--- src/adc_ctrl_pkg.sv ---
package adc_ctrl_pkg;

  // Register offsets as seen through the pointer.
  localparam logic [7:0] CMD_ADDR = 8'h00;
  localparam logic [7:0] RESULT_ADDR = 8'h01;
  localparam logic [7:0] SEQ_ADDR = 8'h08;
  localparam logic [7:0] CFG_ADDR = 8'h09;

  // Reset values of the writable registers.
  localparam logic [7:0] PTR_RESET = 8'h00;
  localparam logic [7:0] SEQ_RESET = 8'h00;
  localparam logic [15:0] CFG_RESET = 16'h0000;
  localparam logic [15:0] RESULT_RESET = 16'h0000;

  // Configuration bit that enables background conversions.
  localparam int CFG_AUTO_BIT = 12;

  // Default seven bit bus address of the slave port.
  localparam logic [6:0] SLAVE_ADDR_DEFAULT = 7'h61;

  // Core clock period and the timing figures derived from it.
  localparam int CLK_PERIOD_NS = 100;
  localparam int CMD_TIMEOUT_MS = 5;
  localparam int AUTO_PERIOD_US = 50;
  localparam int CMD_TIMEOUT_CYC = (CMD_TIMEOUT_MS * 1000000) / CLK_PERIOD_NS;
  localparam int AUTO_PERIOD_CYC = (AUTO_PERIOD_US * 1000) / CLK_PERIOD_NS;
  localparam int TIMER_W = 20;

  // Depth of the result buffer between converter and result register.
  localparam int FIFO_DEPTH = 8;

  // Write phases of a bus write transaction.
  typedef enum logic [1:0] {
    WR_POINTER,
    WR_FIRST,
    WR_SECOND
  } write_phase_type;

  // One finished conversion as it appears in the result register.
  typedef struct packed {
    logic alert;
    logic [2:0] chan;
    logic [11:0] data;
  } result_word_type;

endpackage

--- src/adc_conversion_mode_and_readback.sv ---
// How it works
// - Pointer serves unlimited reads without rewrite.
// - Pointer survives a stop condition.
// - On master NACK, device releases data line.
// - 8-bit register repeats its byte every slot.
// - 16-bit register returns unlimited two-byte lots.
// - Result bytes: alert, channel, twelve result bits.
// - Command write enters command mode, starts conversion.
// - Next conversion starts when a result lot begins.
// - Each command bit selects one channel.
// - Sequence wraps to first channel after last.
// - NACK then stop leaves command mode.
// - Stop instead of repeated start leaves command mode.
// - Pointer restored after command; following pointer byte accepted.
// - Five milliseconds without read leaves command mode.
// - New command write replaces the sequence.
// - Autocycle converts the next sequence channel every fifty microseconds.
// - Bus always served; result holds latest conversion.
// - Autocycle off at reset, enabled by configuration bit.
// - Command and sequence registers take one byte.
// - Sixteen-bit writes arrive upper byte first.
`timescale 1ns/1ps

// Small flip-flop FIFO that holds finished conversions until they can be shown.
module result_fifo #(
  parameter int WIDTH = 16,
  parameter int DEPTH = 8
) (
  input wire logic core_clk_i,
  input wire logic nrst_i,
  input wire logic ce_i,
  input wire logic [WIDTH-1:0] in_data_i,
  input wire logic in_valid_i,
  output logic in_ready_o,
  output logic [WIDTH-1:0] out_data_o,
  output logic out_valid_o,
  input wire logic out_ready_i
);
  localparam int AW = (DEPTH > 1) ? $clog2(DEPTH) : 1;

  logic [WIDTH-1:0] mem_q [DEPTH]; // Storage entries.
  logic [AW-1:0] wr_q; // Write index.
  logic [AW-1:0] rd_q; // Read index.
  logic [AW:0] count_q; // Number of stored words.
  logic push; // A word enters this cycle.
  logic pop; // A word leaves this cycle.

  assign in_ready_o = (count_q != (AW+1)'(DEPTH));
  assign out_valid_o = (count_q != '0);
  assign out_data_o = mem_q[rd_q];
  assign push = in_valid_i && in_ready_o;
  assign pop = out_valid_o && out_ready_i;

  // Entry storage is written at the write index.
  always_ff @(posedge core_clk_i) begin
    if (ce_i && push) begin
      mem_q[wr_q] <= in_data_i;
    end
  end

  // Indices wrap at the configured depth.
  always_ff @(posedge core_clk_i or negedge nrst_i) begin
    if (!nrst_i) begin
      wr_q <= '0;
      rd_q <= '0;
      count_q <= '0;
    end else if (ce_i) begin
      if (push) begin
        wr_q <= (wr_q == AW'(DEPTH - 1)) ? '0 : wr_q + 1'b1;
      end
      if (pop) begin
        rd_q <= (rd_q == AW'(DEPTH - 1)) ? '0 : rd_q + 1'b1;
      end
      count_q <= count_q + (AW+1)'(push) - (AW+1)'(pop);
    end
  end
endmodule

// Bus slave, command and autocycle sequencer and result read-back.
module adc_conversion_mode_and_readback #(
  parameter logic [6:0] SLAVE_ADDR = adc_ctrl_pkg::SLAVE_ADDR_DEFAULT,
  parameter int TIMEOUT_CYC = adc_ctrl_pkg::CMD_TIMEOUT_CYC,
  parameter int DEPTH = adc_ctrl_pkg::FIFO_DEPTH
) (
  input wire logic core_clk_i,
  input wire logic nrst_i,
  input wire logic ce_i,
  input wire logic scl_i,
  input wire logic sda_i,
  output logic sda_o,
  output logic sda_oe_o,
  output logic conv_start_o,
  output logic [2:0] conv_chan_o,
  input wire logic conv_done_i,
  input wire logic [11:0] conv_data_i,
  input wire logic conv_alert_i,
  output logic cmd_mode_o,
  output logic auto_mode_o
);
  typedef enum {
    ST_IDLE,
    ST_ADDR,
    ST_ADDR_ACK,
    ST_WR,
    ST_WR_ACK,
    ST_RD,
    ST_RD_ACK
  } bus_state_type;

  bus_state_type state_q; // Bus transaction state.
  logic [2:0] scl_sync_q; // Clock line synchroniser and edge history.
  logic [2:0] sda_sync_q; // Data line synchroniser and edge history.
  logic scl_rise, scl_fall, start_cond, stop_cond; // Decoded bus events.
  logic [7:0] rx_q; // Received byte.
  logic [7:0] tx_q; // Byte being shifted out.
  logic [2:0] bit_q; // Bit count within a byte.
  logic got_q; // Eight bits have passed.
  logic rw_q; // Direction bit of the current transaction.
  logic ack_q; // Master acknowledged the byte just sent.
  logic oe_q; // Data line pull-down.
  logic [7:0] ptr_q; // Register pointer.
  logic [7:0] prev_ptr_q; // Pointer to restore after a command write.
  adc_ctrl_pkg::write_phase_type phase_q; // Position within a write.
  logic [7:0] hi_q; // Held upper byte of a 16-bit write.
  logic hi_next_q; // Next 16-bit read slot is the upper byte.
  logic [7:0] lo_q; // Lower byte latched when a lot starts.
  logic lot_open_q; // Upper byte sent, lower byte pending.
  logic [7:0] cmd_seq_q; // Command mode channel selection.
  logic [7:0] seq_q; // Autocycle channel selection.
  logic [15:0] cfg_q; // Configuration register.
  logic [15:0] result_q; // Result register.
  logic cmd_mode_q; // Command mode active.
  logic [2:0] chan_q; // Channel of the conversion last started.
  logic [2:0] pchan_q; // Channel chosen for the next start.
  logic pend_q; // A conversion is requested but not started.
  logic busy_q; // Converter is working.
  logic start_q; // Start pulse register.
  logic [adc_ctrl_pkg::TIMER_W-1:0] idle_q; // Cycles since last read.
  logic [adc_ctrl_pkg::TIMER_W-1:0] tick_q; // Autocycle period timer.
  logic auto_on; // Background conversions active.
  logic byte_rx; // A write byte is complete at this falling edge.
  logic read_start; // A read transaction is acknowledged.
  logic load_byte; // A new read byte is loaded at this falling edge.
  logic [7:0] rd_byte; // Byte the pointer selects for this slot.
  logic req_cmd_first; // Command write completes.
  logic req_next; // Next command or autocycle conversion wanted.
  logic fifo_in_ready, fifo_out_valid, fifo_out_ready; // Buffer handshakes.
  adc_ctrl_pkg::result_word_type fifo_in, fifo_out; // Buffer words.

  // Finds the next selected channel after cur, wrapping round the sequence.
  function automatic logic [2:0] next_chan(input logic [7:0] seq, input logic [2:0] cur);
    logic [2:0] idx;
    logic found;
    next_chan = cur;
    found = 1'b0;
    for (int k = 1; k <= 8; k++) begin
      idx = cur + 3'(k);
      if (!found && seq[idx]) begin
        next_chan = idx;
        found = 1'b1;
      end
    end
  endfunction

  // Two flip-flops for each bus pin before any logic looks at them.
  always_ff @(posedge core_clk_i or negedge nrst_i) begin
    if (!nrst_i) begin
      scl_sync_q <= 3'h7;
      sda_sync_q <= 3'h7;
    end else if (ce_i) begin
      scl_sync_q <= {scl_sync_q[1:0], scl_i};
      sda_sync_q <= {sda_sync_q[1:0], sda_i};
    end
  end

  assign scl_rise = scl_sync_q[1] && !scl_sync_q[2];
  assign scl_fall = !scl_sync_q[1] && scl_sync_q[2];
  assign start_cond = scl_sync_q[1] && scl_sync_q[2] && !sda_sync_q[1] && sda_sync_q[2];
  assign stop_cond = scl_sync_q[1] && scl_sync_q[2] && sda_sync_q[1] && !sda_sync_q[2];
  assign byte_rx = (state_q == ST_WR) && scl_fall && got_q;
  assign read_start = (state_q == ST_ADDR_ACK) && scl_fall && rw_q;
  assign load_byte = read_start || ((state_q == ST_RD_ACK) && scl_fall && ack_q);
  assign auto_on = cfg_q[adc_ctrl_pkg::CFG_AUTO_BIT] && (seq_q != '0) && !cmd_mode_q;

  // Selects the byte for the current read slot.
  always_comb begin
    rd_byte = 8'h00;
    unique case (ptr_q)
      adc_ctrl_pkg::CMD_ADDR: rd_byte = cmd_seq_q;
      adc_ctrl_pkg::SEQ_ADDR: rd_byte = seq_q;
      adc_ctrl_pkg::RESULT_ADDR: rd_byte = hi_next_q ? result_q[15:8] : lo_q;
      adc_ctrl_pkg::CFG_ADDR: rd_byte = hi_next_q ? cfg_q[15:8] : lo_q;
      default: rd_byte = 8'h00;
    endcase
  end

  // Bus state machine: framing, acknowledge and data shifting.
  always_ff @(posedge core_clk_i or negedge nrst_i) begin
    if (!nrst_i) begin
      state_q <= ST_IDLE;
      rx_q <= '0;
      tx_q <= '0;
      bit_q <= '0;
      got_q <= 1'b0;
      rw_q <= 1'b0;
      ack_q <= 1'b0;
      oe_q <= 1'b0;
    end else if (ce_i) begin
      if (start_cond) begin
        // A start or repeated start always begins an address byte.
        state_q <= ST_ADDR;
        bit_q <= '0;
        got_q <= 1'b0;
        oe_q <= 1'b0;
      end else if (stop_cond) begin
        state_q <= ST_IDLE;
        oe_q <= 1'b0;
      end else begin
        unique case (state_q)
          ST_IDLE: begin
            oe_q <= 1'b0;
          end
          ST_ADDR, ST_WR: begin
            if (scl_rise) begin
              rx_q <= {rx_q[6:0], sda_sync_q[1]};
              bit_q <= bit_q + 3'h1;
              got_q <= (bit_q == 3'h7);
            end else if (scl_fall && got_q) begin
              got_q <= 1'b0;
              if (state_q == ST_WR) begin
                oe_q <= 1'b1;
                state_q <= ST_WR_ACK;
              end else if (rx_q[7:1] == SLAVE_ADDR) begin
                oe_q <= 1'b1;
                rw_q <= rx_q[0];
                state_q <= ST_ADDR_ACK;
              end else begin
                state_q <= ST_IDLE;
              end
            end
          end
          ST_WR_ACK: begin
            if (scl_fall) begin
              oe_q <= 1'b0;
              state_q <= ST_WR;
            end
          end
          ST_ADDR_ACK: begin
            if (scl_fall) begin
              if (rw_q) begin
                oe_q <= !rd_byte[7];
                tx_q <= {rd_byte[6:0], 1'b0};
                state_q <= ST_RD;
              end else begin
                oe_q <= 1'b0;
                state_q <= ST_WR;
              end
            end
          end
          ST_RD: begin
            if (scl_rise) begin
              bit_q <= bit_q + 3'h1;
              got_q <= (bit_q == 3'h7);
            end else if (scl_fall) begin
              if (got_q) begin
                got_q <= 1'b0;
                oe_q <= 1'b0;
                state_q <= ST_RD_ACK;
              end else begin
                oe_q <= !tx_q[7];
                tx_q <= {tx_q[6:0], 1'b0};
              end
            end
          end
          ST_RD_ACK: begin
            if (scl_rise) begin
              ack_q <= !sda_sync_q[1];
            end else if (scl_fall) begin
              if (ack_q) begin
                oe_q <= !rd_byte[7];
                tx_q <= {rd_byte[6:0], 1'b0};
                state_q <= ST_RD;
              end else begin
                oe_q <= 1'b0;
                state_q <= ST_IDLE;
              end
            end
          end
          default: state_q <= ST_IDLE;
        endcase
      end
    end
  end

  // Pointer and write phase; the pointer is set by a pointer byte and restored after a command byte.
  always_ff @(posedge core_clk_i or negedge nrst_i) begin
    if (!nrst_i) begin
      ptr_q <= adc_ctrl_pkg::PTR_RESET;
      prev_ptr_q <= adc_ctrl_pkg::PTR_RESET;
      phase_q <= adc_ctrl_pkg::WR_POINTER;
      hi_q <= '0;
    end else if (ce_i) begin
      if (start_cond) begin
        phase_q <= adc_ctrl_pkg::WR_POINTER;
      end else if (byte_rx) begin
        unique case (phase_q)
          adc_ctrl_pkg::WR_POINTER: begin
            prev_ptr_q <= ptr_q;
            ptr_q <= rx_q;
            phase_q <= adc_ctrl_pkg::WR_FIRST;
          end
          adc_ctrl_pkg::WR_FIRST: begin
            if (ptr_q == adc_ctrl_pkg::RESULT_ADDR || ptr_q == adc_ctrl_pkg::CFG_ADDR) begin
              hi_q <= rx_q;
              phase_q <= adc_ctrl_pkg::WR_SECOND;
            end else begin
              phase_q <= adc_ctrl_pkg::WR_POINTER;
              if (ptr_q == adc_ctrl_pkg::CMD_ADDR) begin
                ptr_q <= prev_ptr_q;
              end
            end
          end
          adc_ctrl_pkg::WR_SECOND: phase_q <= adc_ctrl_pkg::WR_POINTER;
          default: phase_q <= adc_ctrl_pkg::WR_POINTER;
        endcase
      end
    end
  end

  // Plain register writes from the bus.
  always_ff @(posedge core_clk_i or negedge nrst_i) begin
    if (!nrst_i) begin
      seq_q <= adc_ctrl_pkg::SEQ_RESET;
      cfg_q <= adc_ctrl_pkg::CFG_RESET;
    end else if (ce_i && byte_rx) begin
      if (phase_q == adc_ctrl_pkg::WR_FIRST && ptr_q == adc_ctrl_pkg::SEQ_ADDR) begin
        seq_q <= rx_q;
      end
      if (phase_q == adc_ctrl_pkg::WR_SECOND && ptr_q == adc_ctrl_pkg::CFG_ADDR) begin
        cfg_q <= {hi_q, rx_q};
      end
    end
  end

  assign req_cmd_first = byte_rx && phase_q == adc_ctrl_pkg::WR_FIRST
    && ptr_q == adc_ctrl_pkg::CMD_ADDR && rx_q != 8'h00;

  // Read slot bookkeeping: upper then lower byte of each 16-bit lot.
  always_ff @(posedge core_clk_i or negedge nrst_i) begin
    if (!nrst_i) begin
      hi_next_q <= 1'b1;
      lo_q <= '0;
      lot_open_q <= 1'b0;
    end else if (ce_i) begin
      if (read_start) begin
        hi_next_q <= 1'b0;
        lot_open_q <= 1'b1;
        lo_q <= (ptr_q == adc_ctrl_pkg::CFG_ADDR) ? cfg_q[7:0] : result_q[7:0];
      end else if (load_byte) begin
        hi_next_q <= !hi_next_q;
        lot_open_q <= hi_next_q;
        if (hi_next_q) begin
          lo_q <= (ptr_q == adc_ctrl_pkg::CFG_ADDR) ? cfg_q[7:0] : result_q[7:0];
        end
      end else if (start_cond || stop_cond) begin
        hi_next_q <= 1'b1;
        lot_open_q <= 1'b0;
      end
    end
  end

  // Command mode: entry on command write, exit on stop or read timeout.
  always_ff @(posedge core_clk_i or negedge nrst_i) begin
    if (!nrst_i) begin
      cmd_mode_q <= 1'b0;
      cmd_seq_q <= '0;
      idle_q <= '0;
    end else if (ce_i) begin
      if (byte_rx && phase_q == adc_ctrl_pkg::WR_FIRST && ptr_q == adc_ctrl_pkg::CMD_ADDR) begin
        cmd_seq_q <= rx_q;
        cmd_mode_q <= (rx_q != 8'h00);
        idle_q <= '0;
      end else if (stop_cond) begin
        cmd_mode_q <= 1'b0;
      end else if (cmd_mode_q) begin
        if (read_start) begin
          idle_q <= '0;
        end else if (idle_q >= adc_ctrl_pkg::TIMER_W'(TIMEOUT_CYC - 1)) begin
          cmd_mode_q <= 1'b0;
          idle_q <= '0;
        end else begin
          idle_q <= idle_q + 1'b1;
        end
      end
    end
  end

  // Autocycle timer raises a request once per period while enabled.
  always_ff @(posedge core_clk_i or negedge nrst_i) begin
    if (!nrst_i) begin
      tick_q <= '0;
    end else if (ce_i) begin
      if (!auto_on || tick_q >= adc_ctrl_pkg::TIMER_W'(adc_ctrl_pkg::AUTO_PERIOD_CYC - 1)) begin
        tick_q <= '0;
      end else begin
        tick_q <= tick_q + 1'b1;
      end
    end
  end

  // A lot start on the result register in command mode asks for the next channel.
  assign req_next = (cmd_mode_q && load_byte && hi_next_q && ptr_q == adc_ctrl_pkg::RESULT_ADDR)
    || (auto_on && tick_q == adc_ctrl_pkg::TIMER_W'(adc_ctrl_pkg::AUTO_PERIOD_CYC - 1));

  // Conversion launcher; waits for the converter and for buffer room.
  always_ff @(posedge core_clk_i or negedge nrst_i) begin
    if (!nrst_i) begin
      chan_q <= '0;
      pchan_q <= '0;
      pend_q <= 1'b0;
      busy_q <= 1'b0;
      start_q <= 1'b0;
    end else if (ce_i) begin
      start_q <= 1'b0;
      if (req_cmd_first) begin
        pchan_q <= next_chan(rx_q, 3'h7);
        pend_q <= 1'b1;
      end else if (req_next) begin
        pchan_q <= next_chan(cmd_mode_q ? cmd_seq_q : seq_q, pchan_q);
        pend_q <= 1'b1;
      end else if (pend_q && !busy_q && fifo_in_ready) begin
        pend_q <= 1'b0;
        busy_q <= 1'b1;
        start_q <= 1'b1;
        // The channel moves only with a start, so a running conversion keeps its tag.
        chan_q <= pchan_q;
      end
      if (conv_done_i) begin
        busy_q <= 1'b0;
      end
    end
  end

  assign fifo_in = '{alert: conv_alert_i, chan: conv_chan_o, data: conv_data_i};
  // The result register holds still from a lot start until the lot's lower byte is loaded.
  assign fifo_out_ready = !lot_open_q;

  result_fifo #(
    .WIDTH($bits(adc_ctrl_pkg::result_word_type)),
    .DEPTH(DEPTH)
  ) u_fifo (
    .core_clk_i(core_clk_i),
    .nrst_i(nrst_i),
    .ce_i(ce_i),
    .in_data_i(fifo_in),
    .in_valid_i(conv_done_i),
    .in_ready_o(fifo_in_ready),
    .out_data_o(fifo_out),
    .out_valid_o(fifo_out_valid),
    .out_ready_i(fifo_out_ready)
  );

  // Result register: bus write or the oldest buffered finished conversion.
  always_ff @(posedge core_clk_i or negedge nrst_i) begin
    if (!nrst_i) begin
      result_q <= adc_ctrl_pkg::RESULT_RESET;
    end else if (ce_i) begin
      if (byte_rx && phase_q == adc_ctrl_pkg::WR_SECOND && ptr_q == adc_ctrl_pkg::RESULT_ADDR) begin
        result_q <= {hi_q, rx_q};
      end else if (fifo_out_valid && fifo_out_ready) begin
        result_q <= fifo_out;
      end
    end
  end

  assign sda_o = 1'b0;
  assign sda_oe_o = oe_q;
  assign conv_start_o = start_q;
  assign conv_chan_o = chan_q;
  assign cmd_mode_o = cmd_mode_q;
  assign auto_mode_o = auto_on;
endmodule

--- config.mk ---
export PLATFORM = sky130hd
export DESIGN_NAME = adc_conversion_mode_and_readback
export DESIGN_NICKNAME = d
export VERILOG_FILES = /design/src/adc_ctrl_pkg.sv /design/src/adc_conversion_mode_and_readback.sv
export SDC_FILE = /design/constraint.sdc
export NUM_CORES = 1
export LEC_CHECK = 0
export ABC_AREA = 1
export BUFFER_PORTS_ARGS = -buffer_cell sky130_fd_sc_hd__buf_4
export CORE_UTILIZATION = 63
export CTS_CLUSTER_SIZE = 8
export DETAILED_ROUTE_END_ITERATION = 12
export PLACE_DENSITY = 0.88
export SYNTH_ARGS = -nofsm -noshare
export SYNTH_HDL_FRONTEND = slang
export SYNTH_SLANG_ARGS = --single-unit
--- constraint.sdc ---
create_clock -name core_clk_i -period 2.6 [get_ports core_clk_i]
set_input_delay 0.26 -clock core_clk_i [delete_from_list [all_inputs] [get_ports core_clk_i]]
set_output_delay 0.26 -clock core_clk_i [all_outputs]
set_load 0.05 [all_outputs]
==> results.py <==
metrics = {
    "layout": {
        "multi_input_area_um2": 5060,
        "drive_gt1_share_pct": 11.7,
        "final_common_cell": "nand2_1",
        "seqCellArea_um2": 8230,
        "fin_util_pct": 74.4,
        "stdcell_area_um2": 16200,
        "final_cell_mix": "nand2_1 (255), nor2_1 (185), dfrtp_1 (167)",
        "fillers": 1384,
        "fin_nets": 1610,
        "num_antenna_cells": 0,
        "areaGrowthSynthToFinish_pct": 15.7,
    },
    "clock_tree": {
        "clockBufferDepth": 3,
        "clk_latency_ps": 540,
        "clk_pin_slew_ps": 50,
        "htreeDepth": 2,
        "clock-sinks": 303,
        "cts_tree": "yes",
        "clockRootBuffer": "clkbuf_16",
        "cts_buffers": 43,
    },
    "sta": {
        "min_period_ps": 2440,
        "timing.final.crit_share_pct": 93.7,
        "hold_violations": 0,
        "timing.max_slew.rel_slack_pct": 59.1,
        "skew_ps": 20.7,
        "grt_setup_unrepaired": "true",
        "finalSetupViolations": 0,
        "clock.fmax_mhz": 411,
        "drv_slew": 0,
        "worst_pin_slew_ps": 613,
        "hold-worst-slack_ps": 76.4,
        "post-route-worst-setup-slack_ps": 164,
    },
    "power_and_ir_drop": {
        "power_density_nw_per_um2": 913,
        "leakagePower_nw": 6.80,
        "peakVddDrop_mv": 0.855,
        "total_power_mw": 14.8,
    },
    "critical_path": {
        "critPathCaptureType": "flip-flop",
        "slowest_stage": "dfstp_2",
        "critPathMaxStageDelay_ps": 550,
        "crit_path_start_kind": "flip-flop",
        "path_delay_family": "simple AND/OR/NAND/NOR gates",
        "critPathBufInv": 2,
        "critPathArrivalTime_ps": 2880,
        "crit_type": "flip-flop to flip-flop",
        "cp_cell_sequence": "ha_1 > nand2_1 > inv_1 > nand2_2 > nor2_1 > inv_2 > nor3_1 > o21a_2 > o211ai_1 > o21ai_0",
        "worstPathRequired_ps": 3040,
        "path_max_fanout": 16,
    },
    "synthesis": {
        "synthesis.nets": 1525,
        "synthCells": 1486,
        "synth_flop_cell": "dfrtp_1",
        "avgSynthCellArea_um2": 9.44,
        "post_synth_xor_area_fraction_pct": 0.812,
        "synth-edff-count": 128,
        "synth_adder_area_share_pct": 1.84,
        "synth_top_family_by_area": "simple AND/OR/NAND/NOR gates",
        "synth_simple_gate_area_share_pct": 19.1,
        "yosysSeqAreaShare_pct": 58.7,
        "yosys_warnings": 0,
        "synthArstFlopShare_pct": 57.8,
        "synth_seq_cells": 303,
        "synth_mux_area_share_pct": 0.562,
        "ys_types": 58,
        "synth_compound_area_share_pct": 13.5,
        "synth_area_um2": 14000,
    },
    "placement": {
        "postPlaceCellArea_um2": 14800,
        "portBuffers": 25,
        "gp_congestion": 0.938,
        "dp_slack_ps": 85.6,
        "hpwlAfterDp_mm": 22.5,
    },
    "die": {
        "start_util_pct": 64.3,
        "die_height_um": 151,
        "core_um2": 21800,
        "dieArea_um2": 22900,
        "io_pins": 27,
        "die_w_um": 151,
        "fp-row-count": 54,
    },
    "routing": {
        "antenna_left": 0,
        "routed_via_density": 6.20,
        "drcViolationCount": 0,
        "first_iter_violations": 1111,
        "drt_pass1_iterations": 6,
        "wl_mm": 35.9,
        "wl_per_cell_um": 19.2,
        "vias": 11625,
    },
    "min_path": {
        "hold_path_class": "primary input to flip-flop",
    },
    "outcome": {
        "outcome": "finished clean",
    },
    "global_routing": {
        "grt_overflow": 0,
        "grt_pass1_wl_mm": 57.2,
        "antenna_found_initial": 0,
        "grt_usage_pct": 32.5,
        "grt_start_max_net_pins": 66,
        "grt_pass1_vias": 11422,
    },
    "flow_run": {
        "drv_cap": 0,
    },
}
synthesized netlist by cell type (all sizes together), types with 4 or more instances:
cell type	instances	share of area [%]
o22ai	28	1.2
nand3	101	3.7
o221ai	10	0.62
nand2	262	7.1
a21oi	61	2.2
edfxtp	128	27
o211ai	21	1.1
nor3	33	1.4
a22oi	4	0.21
inv	135	3.6
clkinv	4	0.11
clkbuf	39	1.0
dfstp	7	1.3
o21ai	160	5.7
a31oi	22	0.98
buf	20	0.78
ha	19	1.7
nand4	10	0.55
mux2	7	0.56
nor4	10	0.60
xor2	10	0.62
dfrtp	168	30
nor2	194	5.4
report_power, final:
part | switching (mW) | internal (mW) | total [mW]
clock | 2.04 | 3.07 | 5.11
combinational | 2.51 | 1.22 | 3.73
sequential | 0.420 | 5.56 | 5.98
total | 4.97 | 9.85 | 14.8
registers in the layout (all words and copies together) (netlist names), 16 cells and up:
name	count
result_q	16
cfg_q	16
u_fifo.mem_q	128
tick_q	20
idle_q	20
metal layers:
layer  wire [µm]  vias to the layer above  share of wire [%]  global-route usage [%]
li1            -                     5286                  -                       -
met4        1350                        0                3.8                    14.7
met5           0                        -                  0                       0
met3        3270                      138                9.1                    5.99
met1       13600                     5547                 38                    40.5
met2       17800                      654                 49                    55.2
what timing repair did:
action,in CTS,in global routing
endpoints found under the hold margin,156,0
gates resized for setup,0,14
endpoints found under the setup margin,0,37
hold buffers,17,0
setup buffers,0,4
layout make-up:
cell class,instances,area share (%)
Sequential cell,303,50.7
Clock buffer,67,7.18
Inverter,139,3.21
Clock inverter,3,0.301
Timing Repair Buffer,99,5.25
Multi-Input combinational cell,985,31.2
Tap cell,280,2.16
stage by stage:
stage	cells	setup TNS, ps
after global placement	1785	0
after CTS	1872	0
after detailed placement	1785	0
after global routing	1876	-34.4
final	1876	0
after floorplan	1486	0
worst min-delay path, cell delays in order:
cell     delay, ps
buf_4          210
nand2_1         90
nand2_1         50
final timing paths:
kind,startpoint,endpoint,slack [ps],cells after the start
worst max-delay path,scl_sync_q[2]$_DFFE_PN1P_,ptr_q[6]$_DFFE_PN0P_,160,10
worst min-delay path,ce_i,scl_sync_q[0]$_DFFE_PN1P_,80,3
worst max register to register,scl_sync_q[2]$_DFFE_PN1P_,ptr_q[6]$_DFFE_PN0P_,160,10
worst min register to register,scl_sync_q[0]$_DFFE_PN1P_,scl_sync_q[0]$_DFFE_PN1P_,460,2
max in group asynchronous,nrst_i,hi_next_q$_DFFE_PN1P_,1580,3
min in group asynchronous,nrst_i,idle_q[7]$_DFFE_PN0P_,250,2
kinds of logic (layout without fill, tap and decap cells):
family / after synthesis / after routing
buf+inv: 198 / 308
compound gates: 327 / 327
xor+xnor: 13 / 13
other cells: 1 / 1
simple gates: 617 / 617
fa+ha+maj: 20 / 20
flops: 303 / 303
mux: 7 / 7
(Power assumes the default switching activity.)
